===== src/hw/pimsk_defs.svh =====
/*
 Offsets, field positions, reset values and fixed words of the PHY interrupt,
 special status and indirect device register block.
 Assumes inclusion by bare name from the block's design file.
*/
`ifndef PIMSK_DEFS_SVH
`define PIMSK_DEFS_SVH

// Directly reached register offsets
`define PIMSK_OFS_ACCESS_CTRL 5'h0d
`define PIMSK_OFS_ADDR_DATA 5'h0e
`define PIMSK_OFS_IRQ_FLAGS 5'h1d
`define PIMSK_OFS_IRQ_ENABLE 5'h1e
`define PIMSK_OFS_SPECIAL 5'h1f

// Interrupt source bit positions
`define PIMSK_BIT_PAGE_RX 1
`define PIMSK_BIT_PAR_FAULT 2
`define PIMSK_BIT_PARTNER_ACK 3
`define PIMSK_BIT_LINK_DOWN 4
`define PIMSK_BIT_REMOTE_FAULT 5
`define PIMSK_BIT_AN_DONE 6
`define PIMSK_BIT_ENERGY 7
`define PIMSK_BIT_WAKE_LAN 8
`define PIMSK_BIT_LINK_UP 9
`define PIMSK_IRQ_LO 1
`define PIMSK_IRQ_HI 9
`define PIMSK_IRQ_RESET 9'h000

// Special control/status fields
`define PIMSK_SCS_DONE_BIT 12
`define PIMSK_SCS_RSV_HI 11
`define PIMSK_SCS_RSV_LO 5
`define PIMSK_SCS_RSV_RESET 7'h02
`define PIMSK_SCS_SPD_HI 4
`define PIMSK_SCS_SPD_LO 2
`define PIMSK_SPD_10_HALF 3'h1
`define PIMSK_SPD_10_FULL 3'h5
`define PIMSK_SPD_100_FULL 3'h6
`define PIMSK_SPD_RESET 3'h1

// Access control fields
`define PIMSK_ACC_FN_HI 15
`define PIMSK_ACC_FN_LO 14
`define PIMSK_ACC_DEV_HI 4
`define PIMSK_ACC_DEV_LO 0

// Device addresses
`define PIMSK_DEV_PCS 5'h03
`define PIMSK_DEV_AN 5'h07
`define PIMSK_DEV_VEND 5'h1e

// Device space indices
`define PIMSK_IDX_DEVID1 16'h0002
`define PIMSK_IDX_DEVID2 16'h0003
`define PIMSK_IDX_PRESENT1 16'h0005
`define PIMSK_IDX_PRESENT2 16'h0006
`define PIMSK_IDX_WAKE_CS 16'h8010
`define PIMSK_IDX_WAKE_CFGB 16'h8012
`define PIMSK_IDX_MASK_FIRST 16'h8021
`define PIMSK_IDX_MASK_LAST 16'h8028
`define PIMSK_IDX_MAC_FIRST 16'h8061
`define PIMSK_IDX_MAC_LAST 16'h8063

// Storage slots of the writable PCS words
`define PIMSK_SLOT_MASK 3
`define PIMSK_SLOT_MAC 11
`define PIMSK_SLOTS 14

// Fixed devices-present words
`define PIMSK_PRESENT1_WORD 16'h0088
`define PIMSK_PRESENT2_WORD 16'h4000

`endif


===== src/hw/pimsk_pkg.sv =====
/*
 Types of the PHY interrupt and indirect register block.
 Assumes nothing beyond a SystemVerilog compiler.
*/
package pimsk_pkg;

	// Indirect access function codes
	typedef enum logic [1:0] {
		PIMSK_FN_ADDR = 2'h0,
		PIMSK_FN_DATA = 2'h1,
		PIMSK_FN_DATA_INC = 2'h2,
		PIMSK_FN_DATA_WINC = 2'h3
	} pimsk_fn_t;

endpackage


===== src/hw/pimsk_regs.sv =====
/*
 PHY interrupt enable, latched source flags, special control/status and the
 indirectly reached device register spaces, on a plain register port.
 Assumes event inputs synchronous to CLK, single-cycle strobes, never both.
*/
// Contract
// - Each enable bit gates its source; 1 enables, 0 masks; reset 0.
// - Enable bit 9 gates the link-up interrupt.
// - Enable bit 8 gates the wake-on-LAN interrupt.
// - Enable bit 7 gates the line-energy-detected interrupt.
// - Enable bit 6 gates the auto-negotiation-complete interrupt.
// - Enable bit 5 gates the remote fault interrupt.
// - Enable bit 4 gates the link-down interrupt.
// - Enable bit 3 gates the partner acknowledge interrupt.
// - Enable bit 2 gates the parallel-detection fault interrupt.
// - Enable bit 1 gates page received; bits 15:10 and 0 read-only.
// - Enabled events latch source flags; reading the flag register clears them.
// - Status bit 12 shows auto-negotiation complete; resets to 0.
// - Special bits 11:5 reset to 0000010b; software writes that pattern.
// - Speed bits 4:2 report 001, 101 or 110; other codes reserved.
// - Device spaces are reached only through access control and address/data.
// - Only device addresses 3, 7 and 30 are served.
// - Device space words follow the public clause 45 register layout.
// - PCS holds present words 5, 6 and wakeup words 32784 to 32786.
// - PCS holds byte masks 32801 to 32808 and MAC words 32865 to 32867.
// - Auto-negotiation space holds present words 5, 6; other indices absent.
`timescale 1ns/100ps
`include "pimsk_defs.svh"

module pimsk_regs #(
	parameter logic [15:0] AN_PRESENT1 = `PIMSK_PRESENT1_WORD,
	parameter logic [15:0] AN_PRESENT2 = `PIMSK_PRESENT2_WORD,
	parameter logic [15:0] VEND_PRESENT1 = `PIMSK_PRESENT1_WORD,
	parameter logic [15:0] VEND_PRESENT2 = `PIMSK_PRESENT2_WORD,
	// Identification words; values are arbitrary
	parameter logic [15:0] VEND_DEVID1 = 16'h1234,
	parameter logic [15:0] VEND_DEVID2 = 16'h5678
) (
	// Clock and reset
	input wire logic CLK,
	input wire logic RESET_N,
	// Register port
	input wire logic [4:0] ADDR,
	input wire logic [15:0] WDATA,
	input wire logic WR,
	input wire logic RD,
	output logic [15:0] RDATA,
	// Line status levels
	input wire logic LINK_STATUS,
	input wire logic LINE_ENERGY_DETECTED,
	input wire logic AUTONEG_DONE,
	input wire logic [2:0] SPEED_STATE,
	// Event pulses
	input wire logic WAKE_LAN_EVENT,
	input wire logic REMOTE_FAULT_EVENT,
	input wire logic PARTNER_ACK_EVENT,
	input wire logic PARALLEL_DETECT_FAULT_EVENT,
	input wire logic PAGE_RECEIVED_EVENT,
	// Interrupt indication
	output logic PHY_IRQ
);

	localparam int NIRQ = `PIMSK_IRQ_HI - `PIMSK_IRQ_LO + 1;
	localparam int SLOTS = `PIMSK_SLOTS;

	logic [NIRQ-1:0] irq_enable_q;
	logic [NIRQ-1:0] phy_irq_source_flags_q;
	logic [NIRQ-1:0] irq_event;
	logic [6:0] scs_rsv_q;
	logic [2:0] speed_q;
	logic done_q;
	logic link_prev_q;
	logic energy_prev_q;
	logic done_prev_q;
	pimsk_pkg::pimsk_fn_t fn_q;
	logic [4:0] device_space_select_q;
	logic [15:0] index_q;
	logic [15:0] pcs_word_q [SLOTS];
	logic [15:0] rdata_q;
	logic [15:0] mmd_rdata;
	logic [15:0] rd_mux;
	logic [3:0] slot;
	logic slot_hit;
	logic mmd_wr;
	logic mmd_rd;
	logic flags_rd;

	// Strobe decode
	assign flags_rd = RD && (ADDR == `PIMSK_OFS_IRQ_FLAGS);
	assign mmd_wr = WR && (ADDR == `PIMSK_OFS_ADDR_DATA) &&
		(fn_q != pimsk_pkg::PIMSK_FN_ADDR);
	assign mmd_rd = RD && (ADDR == `PIMSK_OFS_ADDR_DATA) &&
		(fn_q != pimsk_pkg::PIMSK_FN_ADDR);

	// Event detection: level edges and pulses
	always_comb begin
		irq_event = '0;
		irq_event[`PIMSK_BIT_LINK_UP - 1] = LINK_STATUS && !link_prev_q;
		irq_event[`PIMSK_BIT_WAKE_LAN - 1] = WAKE_LAN_EVENT;
		irq_event[`PIMSK_BIT_ENERGY - 1] = LINE_ENERGY_DETECTED && !energy_prev_q;
		irq_event[`PIMSK_BIT_AN_DONE - 1] = AUTONEG_DONE && !done_prev_q;
		irq_event[`PIMSK_BIT_REMOTE_FAULT - 1] = REMOTE_FAULT_EVENT;
		irq_event[`PIMSK_BIT_LINK_DOWN - 1] = !LINK_STATUS && link_prev_q;
		irq_event[`PIMSK_BIT_PARTNER_ACK - 1] = PARTNER_ACK_EVENT;
		irq_event[`PIMSK_BIT_PAR_FAULT - 1] = PARALLEL_DETECT_FAULT_EVENT;
		irq_event[`PIMSK_BIT_PAGE_RX - 1] = PAGE_RECEIVED_EVENT;
	end

	// Previous levels for edge detection
	always_ff @(posedge CLK or negedge RESET_N) begin
		if (!RESET_N) begin
			link_prev_q <= 1'b0;
			energy_prev_q <= 1'b0;
			done_prev_q <= 1'b0;
		end else begin
			link_prev_q <= LINK_STATUS;
			energy_prev_q <= LINE_ENERGY_DETECTED;
			done_prev_q <= AUTONEG_DONE;
		end
	end

	// Interrupt enable register
	always_ff @(posedge CLK or negedge RESET_N) begin
		if (!RESET_N) begin
			irq_enable_q <= `PIMSK_IRQ_RESET;
		end else if (WR && ADDR == `PIMSK_OFS_IRQ_ENABLE) begin
			irq_enable_q <= WDATA[`PIMSK_IRQ_HI:`PIMSK_IRQ_LO];
		end
	end

	// Latched source flags, one per source; a new event beats the read clear
	for (genvar g = 0; g < NIRQ; g++) begin : g_flag
		always_ff @(posedge CLK or negedge RESET_N) begin
			if (!RESET_N) begin
				phy_irq_source_flags_q[g] <= 1'b0;
			end else if (irq_event[g] && irq_enable_q[g]) begin
				phy_irq_source_flags_q[g] <= 1'b1;
			end else if (flags_rd) begin
				phy_irq_source_flags_q[g] <= 1'b0;
			end
		end
	end

	// Interrupt indication
	assign PHY_IRQ = |(phy_irq_source_flags_q & irq_enable_q);

	// Special control/status
	always_ff @(posedge CLK or negedge RESET_N) begin
		if (!RESET_N) begin
			scs_rsv_q <= `PIMSK_SCS_RSV_RESET;
		end else if (WR && ADDR == `PIMSK_OFS_SPECIAL) begin
			scs_rsv_q <= WDATA[`PIMSK_SCS_RSV_HI:`PIMSK_SCS_RSV_LO];
		end
	end

	always_ff @(posedge CLK or negedge RESET_N) begin
		if (!RESET_N) begin
			done_q <= 1'b0;
		end else begin
			done_q <= AUTONEG_DONE;
		end
	end

	// Speed keeps its last legal code; reserved inputs are not reported
	always_ff @(posedge CLK or negedge RESET_N) begin
		if (!RESET_N) begin
			speed_q <= `PIMSK_SPD_RESET;
		end else if (SPEED_STATE == `PIMSK_SPD_10_HALF ||
				SPEED_STATE == `PIMSK_SPD_10_FULL ||
				SPEED_STATE == `PIMSK_SPD_100_FULL) begin
			speed_q <= SPEED_STATE;
		end
	end

	// Indirect access control: function and device address
	always_ff @(posedge CLK or negedge RESET_N) begin
		if (!RESET_N) begin
			fn_q <= pimsk_pkg::PIMSK_FN_ADDR;
			device_space_select_q <= '0;
		end else if (WR && ADDR == `PIMSK_OFS_ACCESS_CTRL) begin
			fn_q <= pimsk_pkg::pimsk_fn_t'(WDATA[`PIMSK_ACC_FN_HI:`PIMSK_ACC_FN_LO]);
			device_space_select_q <= WDATA[`PIMSK_ACC_DEV_HI:`PIMSK_ACC_DEV_LO];
		end
	end

	// Register index: loaded in address mode, stepped in the increment modes
	always_ff @(posedge CLK or negedge RESET_N) begin
		if (!RESET_N) begin
			index_q <= '0;
		end else if (WR && ADDR == `PIMSK_OFS_ADDR_DATA &&
				fn_q == pimsk_pkg::PIMSK_FN_ADDR) begin
			index_q <= WDATA;
		end else if ((fn_q == pimsk_pkg::PIMSK_FN_DATA_INC && (mmd_wr || mmd_rd)) ||
				(fn_q == pimsk_pkg::PIMSK_FN_DATA_WINC && mmd_wr)) begin
			index_q <= index_q + 16'h0001;
		end
	end

	// Slot of the writable PCS words
	always_comb begin
		slot = '0;
		slot_hit = 1'b0;
		if (device_space_select_q == `PIMSK_DEV_PCS) begin
			if (index_q >= `PIMSK_IDX_WAKE_CS && index_q <= `PIMSK_IDX_WAKE_CFGB) begin
				slot = 4'(index_q - `PIMSK_IDX_WAKE_CS);
				slot_hit = 1'b1;
			end else if (index_q >= `PIMSK_IDX_MASK_FIRST &&
					index_q <= `PIMSK_IDX_MASK_LAST) begin
				slot = 4'(index_q - `PIMSK_IDX_MASK_FIRST + `PIMSK_SLOT_MASK);
				slot_hit = 1'b1;
			end else if (index_q >= `PIMSK_IDX_MAC_FIRST &&
					index_q <= `PIMSK_IDX_MAC_LAST) begin
				slot = 4'(index_q - `PIMSK_IDX_MAC_FIRST + `PIMSK_SLOT_MAC);
				slot_hit = 1'b1;
			end
		end
	end

	// Writable PCS storage, one word per slot
	for (genvar s = 0; s < SLOTS; s++) begin : g_word
		always_ff @(posedge CLK or negedge RESET_N) begin
			if (!RESET_N) begin
				pcs_word_q[s] <= '0;
			end else if (mmd_wr && slot_hit && slot == 4'(s)) begin
				pcs_word_q[s] <= WDATA;
			end
		end
	end

	// Device space read; absent devices and indices read zero
	always_comb begin
		mmd_rdata = '0;
		unique case (device_space_select_q)
			`PIMSK_DEV_PCS: begin
				if (slot_hit) begin
					mmd_rdata = pcs_word_q[slot];
				end else if (index_q == `PIMSK_IDX_PRESENT1) begin
					mmd_rdata = `PIMSK_PRESENT1_WORD;
				end else if (index_q == `PIMSK_IDX_PRESENT2) begin
					mmd_rdata = `PIMSK_PRESENT2_WORD;
				end
			end
			`PIMSK_DEV_AN: begin
				if (index_q == `PIMSK_IDX_PRESENT1) begin
					mmd_rdata = AN_PRESENT1;
				end else if (index_q == `PIMSK_IDX_PRESENT2) begin
					mmd_rdata = AN_PRESENT2;
				end
			end
			`PIMSK_DEV_VEND: begin
				if (index_q == `PIMSK_IDX_DEVID1) begin
					mmd_rdata = VEND_DEVID1;
				end else if (index_q == `PIMSK_IDX_DEVID2) begin
					mmd_rdata = VEND_DEVID2;
				end else if (index_q == `PIMSK_IDX_PRESENT1) begin
					mmd_rdata = VEND_PRESENT1;
				end else if (index_q == `PIMSK_IDX_PRESENT2) begin
					mmd_rdata = VEND_PRESENT2;
				end
			end
			default: begin
				mmd_rdata = '0;
			end
		endcase
	end

	// Register read multiplexer
	always_comb begin
		rd_mux = '0;
		unique case (ADDR)
			`PIMSK_OFS_ACCESS_CTRL: begin
				rd_mux[`PIMSK_ACC_FN_HI:`PIMSK_ACC_FN_LO] = fn_q;
				rd_mux[`PIMSK_ACC_DEV_HI:`PIMSK_ACC_DEV_LO] = device_space_select_q;
			end
			`PIMSK_OFS_ADDR_DATA: begin
				rd_mux = (fn_q == pimsk_pkg::PIMSK_FN_ADDR) ? index_q : mmd_rdata;
			end
			`PIMSK_OFS_IRQ_FLAGS: begin
				rd_mux[`PIMSK_IRQ_HI:`PIMSK_IRQ_LO] = phy_irq_source_flags_q;
			end
			`PIMSK_OFS_IRQ_ENABLE: begin
				rd_mux[`PIMSK_IRQ_HI:`PIMSK_IRQ_LO] = irq_enable_q;
			end
			`PIMSK_OFS_SPECIAL: begin
				rd_mux[`PIMSK_SCS_DONE_BIT] = done_q;
				rd_mux[`PIMSK_SCS_RSV_HI:`PIMSK_SCS_RSV_LO] = scs_rsv_q;
				rd_mux[`PIMSK_SCS_SPD_HI:`PIMSK_SCS_SPD_LO] = speed_q;
			end
			default: begin
				rd_mux = '0;
			end
		endcase
	end

	// Read data stands one cycle after the strobe only
	always_ff @(posedge CLK or negedge RESET_N) begin
		if (!RESET_N) begin
			rdata_q <= '0;
		end else if (RD) begin
			rdata_q <= rd_mux;
		end else begin
			rdata_q <= '0;
		end
	end

	assign RDATA = rdata_q;

endmodule


===== config.mk =====
export PLATFORM = sky130hd
export DESIGN_NAME = pimsk_regs
export DESIGN_NICKNAME = d
export VERILOG_FILES = /design/src/hw/pimsk_pkg.sv /design/src/hw/pimsk_regs.sv
export VERILOG_INCLUDE_DIRS = /design/src /design/src/hw
export SDC_FILE = /design/constraint.sdc
export NUM_CORES = 1
export LEC_CHECK = 0
export BUFFER_PORTS_ARGS = -buffer_cell sky130_fd_sc_hd__buf_4
export CAP_MARGIN = 20
export CORE_MARGIN = 1
export CORE_UTILIZATION = 49
export CTS_BUF_LIST = sky130_fd_sc_hd__clkbuf_8
export DETAILED_ROUTE_END_ITERATION = 7
export PLACE_DENSITY = 0.66
export SLEW_MARGIN = 20
export SYNTH_ARGS = -nofsm -noshare
export SYNTH_HDL_FRONTEND = slang
export SYNTH_SLANG_ARGS = --single-unit

===== constraint.sdc =====
create_clock -name CLK -period 8.5 [get_ports CLK]
set_clock_uncertainty 0.05 [all_clocks]
set_input_delay 0.85 -clock CLK [delete_from_list [all_inputs] [get_ports CLK]]
set_output_delay 0.85 -clock CLK [all_outputs]
set_load 0.01 [all_outputs]

Word level (Yosys, flattened, before mapping):

Index checks and enable logic that the tools add are counted.

* bits in writable memories: 0
* bits in latches: 0
* output and inout port bits: 17
* memories kept: 0
* bits in registers: 294
* memory bits (read-only): 0

* bitwise logic cells: 2
* $add $sub $neg: 6
* multiply operators: 0
* shift operators: 0
* reduce and logical (&&, ||, !) cells: 64
* $lt $le $gt $ge: 7
* mux-type cells: 38
* equal/unequal tests: 30
* div/mod/pow operators: 0

Operators by type and width (number)
* $mux 16: 10
* $bmux 16 s4: 1
* $ge 16x16->1 const B: 3
* $le 16x16->1 const B: 3
* $pmux 16 s3: 1
* $logic_and 1x1->1: 42
* $eq 16x2->1 const B: 2
* $eq 16x3->1 const B: 2
* $eq 4x4->1 const B: 6
* $reduce_bool 2->1: 11
* $eq 5x5->1 const B: 4
* $pmux 5 s4: 1
* $add 16x1->16 const B: 1
* $eq 4x3->1 const B: 4
* $mux 4: 4
* $mux 1: 15
* $mux 15: 1
* $pmux 3 s5: 1
* $sub 4x1->4 const B: 3
* $eq 5x4->1 const B: 2
* $and 9x9->9: 1
* $reduce_or 9->1: 1
* $eq 4x2->1 const B: 2
* $eq 3x3->1 const B: 2
* 17 further kinds: 24

Depth between registers and ports, before layout:

* word-level depth: 15
* gate-level depth with buffers: 15
* gate-level depth less buffers: 11

Least setup slack after synthesis:

Ideal clock, no wire load.

* path kind: reg2reg
* start: register index_q[0]
* end: register pcs_word_q[165] (netlist name)
* slack: 4995 ps
* data arrival time: 3330 ps
* library setup time: 125 ps
* required time: 8325 ps
* cell stages (with the launch flop): 16
* cells stage by stage: dfrtp_1 -> clkbuf_1 -> inv_1 -> clkbuf_1 -> ha_1 -> nor4b_1 -> o21a_1 -> o22ai_2 -> o21ai_2 -> nor2_2 -> nand3_4 -> or2_1 -> buf_2 -> nor2_4 -> buf_4 -> mux2_2

* word-level cells in the longest chain between the ends: 8
* elaborated cells on any way between the ends: 25
* those cells by class: 5 x add/sub; 6 x order compare; 1 x eq/ne; 8 x mux; 5 x reduce/logical

Ends and longest elaborated chain
* from (decl): line pimsk_regs.sv:77 `logic [15:0] index_q;`
* from (signal assigned): line pimsk_regs.sv:195 `index_q <= index_q + 16'h0001;`
* $sub 4x1->4 (no line), or another cell as far along
* $add 4x4->4 (no line) or $logic_and 1x1->1 (tied branches)
* $mux 4 or $mux 1 (tied branches): line pimsk_regs.sv:211 `` end else if (index_q >= `PIMSK_IDX_MAC_FIRST && ``
* $mux 4 or $mux 1 (tied branches): line pimsk_regs.sv:207 `` end else if (index_q >= `PIMSK_IDX_MASK_FIRST && ``
* $mux 4 or $mux 1 (tied branches): line pimsk_regs.sv:204 `` if (index_q >= `PIMSK_IDX_WAKE_CS && index_q <= `PIMSK_IDX_WAKE_CFGB) begin ``
* $mux 4 or $mux 1 (tied branches): line pimsk_regs.sv:203 `` if (device_space_select_q == `PIMSK_DEV_PCS) begin ``
* $eq 4x2->1 or $logic_and 1x1->1 (tied branches): line pimsk_regs.sv:224 `end else if (mmd_wr && slot_hit && slot == 4'(s)) begin`
* $logic_and 1x1->1 (*): line pimsk_regs.sv:224
* to (signal, indexed assignment): line pimsk_regs.sv:223 `pcs_word_q[s] <= '0;`
* to (signal, indexed assignment): line pimsk_regs.sv:225 `pcs_word_q[s] <= WDATA;`
* to (decl): line pimsk_regs.sv:78 `logic [15:0] pcs_word_q [SLOTS];`

Mark *: on every way between the ends. The rest lies on a longest branch, timed or not.
A chain may end at the register's enable or synchronous reset.

Worst setup path after layout:

* start: register index_q[0]
* end: register pcs_word_q[195] (netlist name)

* word-level cells in the longest chain between the ends: 8
* elaborated cells on any way between the ends: 25
* those cells by class: 5 x add/sub; 6 x order compare; 1 x eq/ne; 8 x mux; 5 x reduce/logical

Ends and longest elaborated chain (line)
* $sub 4x1->4 (no line), or another cell as far along
* $add 4x4->4 (no line) or $logic_and 1x1->1 (tied branches)
* $mux 4 or $mux 1 (tied branches): pimsk_regs.sv:211
* $mux 4 or $mux 1 (tied branches): pimsk_regs.sv:207
* $mux 4 or $mux 1 (tied branches): pimsk_regs.sv:204
* $mux 4 or $mux 1 (tied branches): pimsk_regs.sv:203
* $eq 4x1->1 or $logic_and 1x1->1 (tied branches): pimsk_regs.sv:224
* $logic_and 1x1->1 (*): pimsk_regs.sv:224

Marks and branches as above.

==> impl_metrics.ini <==
[layout]
n_antenna_cell = 0
multi_input_area_um2 = 6340
ff_latch_area_um2 = 7360
nets = 1283
nFillCells = 2446
final_cell_area_um2 = 15700
utilization_pct = 56.2
drive_gt1_share_pct = 31.8
synthToLayoutAreaGrowth_pct = 11.9

[sta]
fmax_ghz = 0.208
slew_viol_final = 0
rsz0062_at_grt = no
slew_headroom_pct = 28.0
worst_pin_slew_ns = 1.08
post-route-period-util_pct = 56.5
fin_crit_ns = 4.80
tns_ns = 0
setup_viol = 0
finalHoldViolations = 0

[synthesis]
synthesis.nets = 1241
yosysTopAreaCellShare_pct = 52.0
synth_edf_count = 0
ys_top_cells_by_area = dfrtp_1 52%, mux2_2 18%, o22ai_1 3.6%
netlist_area_um2 = 14100
synth.largest_area_cell = dfrtp_1
synth_top_flop_cell = dfrtp_1
syn_avg_cell_area_um2 = 11.7
async_flop_share_pct = 100
netlist_instances = 1197
seq_area_frac_synth_pct = 52.3
yosysWarnings = 0
ys_ff_latch = 294
synth_most_common_cell = dfrtp_1
synth_commonest_cells = 292 x dfrtp_1, 230 x mux2_2, 80 x o22ai_1
ys_types = 78

[grt]
grt_overflow = 0
track_usage_pct = 29.6
grt_pass1_wl_um = 64900
grt_max_degree = 167
antenna_found_initial = 0
grt_pass1_vias = 10565

[setup_path]
critPathLaunch = index_q[0]
crit_fanout = 17
timing.rr.start = index_q[0]
path_class = reg2reg
r2r_cells = 10
worstPathRequired_ns = 8.93
startpoint_type = register
arrival_ns = 5.23
endpoint_kind = register

[route]
vias_per_cell = 6.33
wl_per_cell_um = 25.1
vias = 10474
drtPass1Iterations = 7
routed_wl_um = 41500
drt-initial-drc-count = 878
ant_nets = 0
drc = 0

[power]
ir_worst_vdd_uv = 134
p_leak_nw = 7.41
seqPwrFrac_pct = 49.8
clockPowerShare_pct = 40.2
p_int_mw = 2.22
netSwitchingFraction_pct = 28.2
p_switching_mw = 0.873
share_comb_of_total_power_pct = 10.1
power.density_nw_per_um2 = 197

[die]
io-pin-count = 53
start_util_pct = 50.2
rows = 61
core_um2 = 28000
fp.dieArea_um2 = 29400
die_w_um = 171
die_h_um = 171

[placement]
hpwl_um = 27300
portBuffers = 52
gp_congestion = 0.959
dpl_cell_area_um2 = 14800

[cts]
holdBufCountCts = 0
htreeDepth = 2
clockBufferDepth = 3
cts-root-buf = clkbuf_8
post_cts_resized = 0
clkTransAtPathRegs_ns = 0.07
cts_sinks = 294
clkLatencyLatePin_ns = 0.60
cts_setup_buffers = 0
cts_tree = done
cts_inserted_buffers = 50

[status]
run_status = completed

[worst_hold_path]
min_path_type = in2async

[flow_run]
maxCapViolCount = 0
==> power groups by stage <==
stage / combinational [mW] / clock, mW / sequential (mW)
after CTS: 0.310 / 1.27 / 1.54
final: 0.311 / 1.24 / 1.54
after global placement: 0.305 / 0 / 1.56
after global routing: 0.343 / 1.33 / 1.55
after floorplan: 0.203 / 0 / 1.52
after detailed placement: 0.308 / 0 / 1.56
==> cell families after synthesis <==
kind of cell	count (synthesis)	share of synthesized area (%)
XOR/XNOR	5	0.311
AND/OR/NAND/NOR	249	9.41
buffers and inverters	92	2.81
adder cells (fa/ha/maj)	8	0.712
flip-flops	294	52.3
AO/OA/AOI/OAI	302	14.6
multiplexers	247	19.8
==> critical path, cell delays in order, from the launching register on <==
cell	delay, ns
dfrtp_1	0.65
inv_1	0.34
ha_1	0.30
nor4b_1	0.15
o21a_1	0.22
nor2_1	0.32
o21ai_1	0.33
nor2_2	0.70
nand4_1	0.40
nor2_2	0.80
mux2_2	0.42
==> path summary, 6_finish.rpt <==
| check | endpoint | slack, ns |
|---|---|---|
| hold reg to reg | phy_irq_source_flags_q[8] | 0.42 |
| max in group asynchronous | pcs_word_q[211] | 6.56 |
| min in group CLK | energy_prev_q | 0.33 |
| hold / removal | done_q | 0.33 |
| setup / recovery | pcs_word_q[195] | 3.70 |
| setup reg to reg | pcs_word_q[195] | 3.70 |
==> flip-flops by register name, summed over array words and instances (netlist names) <==
name                    count
fn_q                        2
irq_enable_q                9
phy_irq_source_flags_q      9
pcs_word_q                224
done_q                      1
energy_prev_q               1
speed_q                     3
index_q                    16
RDATA                      16
scs_rsv_q                   7
link_prev_q                 1
device_space_select_q       5
==> stage by stage <==
step / instances / hold WS, ns / power, mW / worst slack, ns
2_1_floorplan: 1197 / 0.386 / 1.72 / 5.00
3_3_place_gp: 1565 / 0.417 / 1.87 / 3.89
3_5_place_dp: 1565 / 0.425 / 1.87 / 3.75
4_1_cts: 1655 / 0.314 / 3.12 / 3.73
5_1_grt: 1655 / 0.315 / 3.22 / 3.39
6_report: 1655 / 0.330 / 3.10 / 3.70
==> placed cells by master (no fill, tap or decap), types with 17 or more instances in the layout <==
cell type | netlist | routed
buf_4 | 1 | 67
clkbuf_8 | 0 | 62
inv_1 | 13 | 36
a21oi_1 | 26 | 26
nand2_1 | 66 | 66
nor2_1 | 60 | 60
o22ai_1 | 80 | 80
dfrtp_1 | 292 | 292
o21ai_0 | 63 | 63
mux2_1 | 17 | 17
mux2_2 | 230 | 230
==> per-layer routing <==
metal / GRT usage, % / part of all wire (%) / vias up
li1: - / - / 4587
met1: 41.8 / 44 / 5416
met2: 46.9 / 46 / 382
met3: 4.12 / 6.3 / 89
met4: 10.2 / 2.9 / 0
met5: 0 / 0 / -
==> final cells by class <==
cell class,count,share of cell area [%]
clock buffers,62,5.42
clock inverters,28,0.819
inverters,13,0.310
multi-input cells,811,40.3
flip-flops and latches,294,46.8
well taps,378,3.01
repair buffers,69,3.42
No activity file was read; power rests on OpenSTA's default activity.
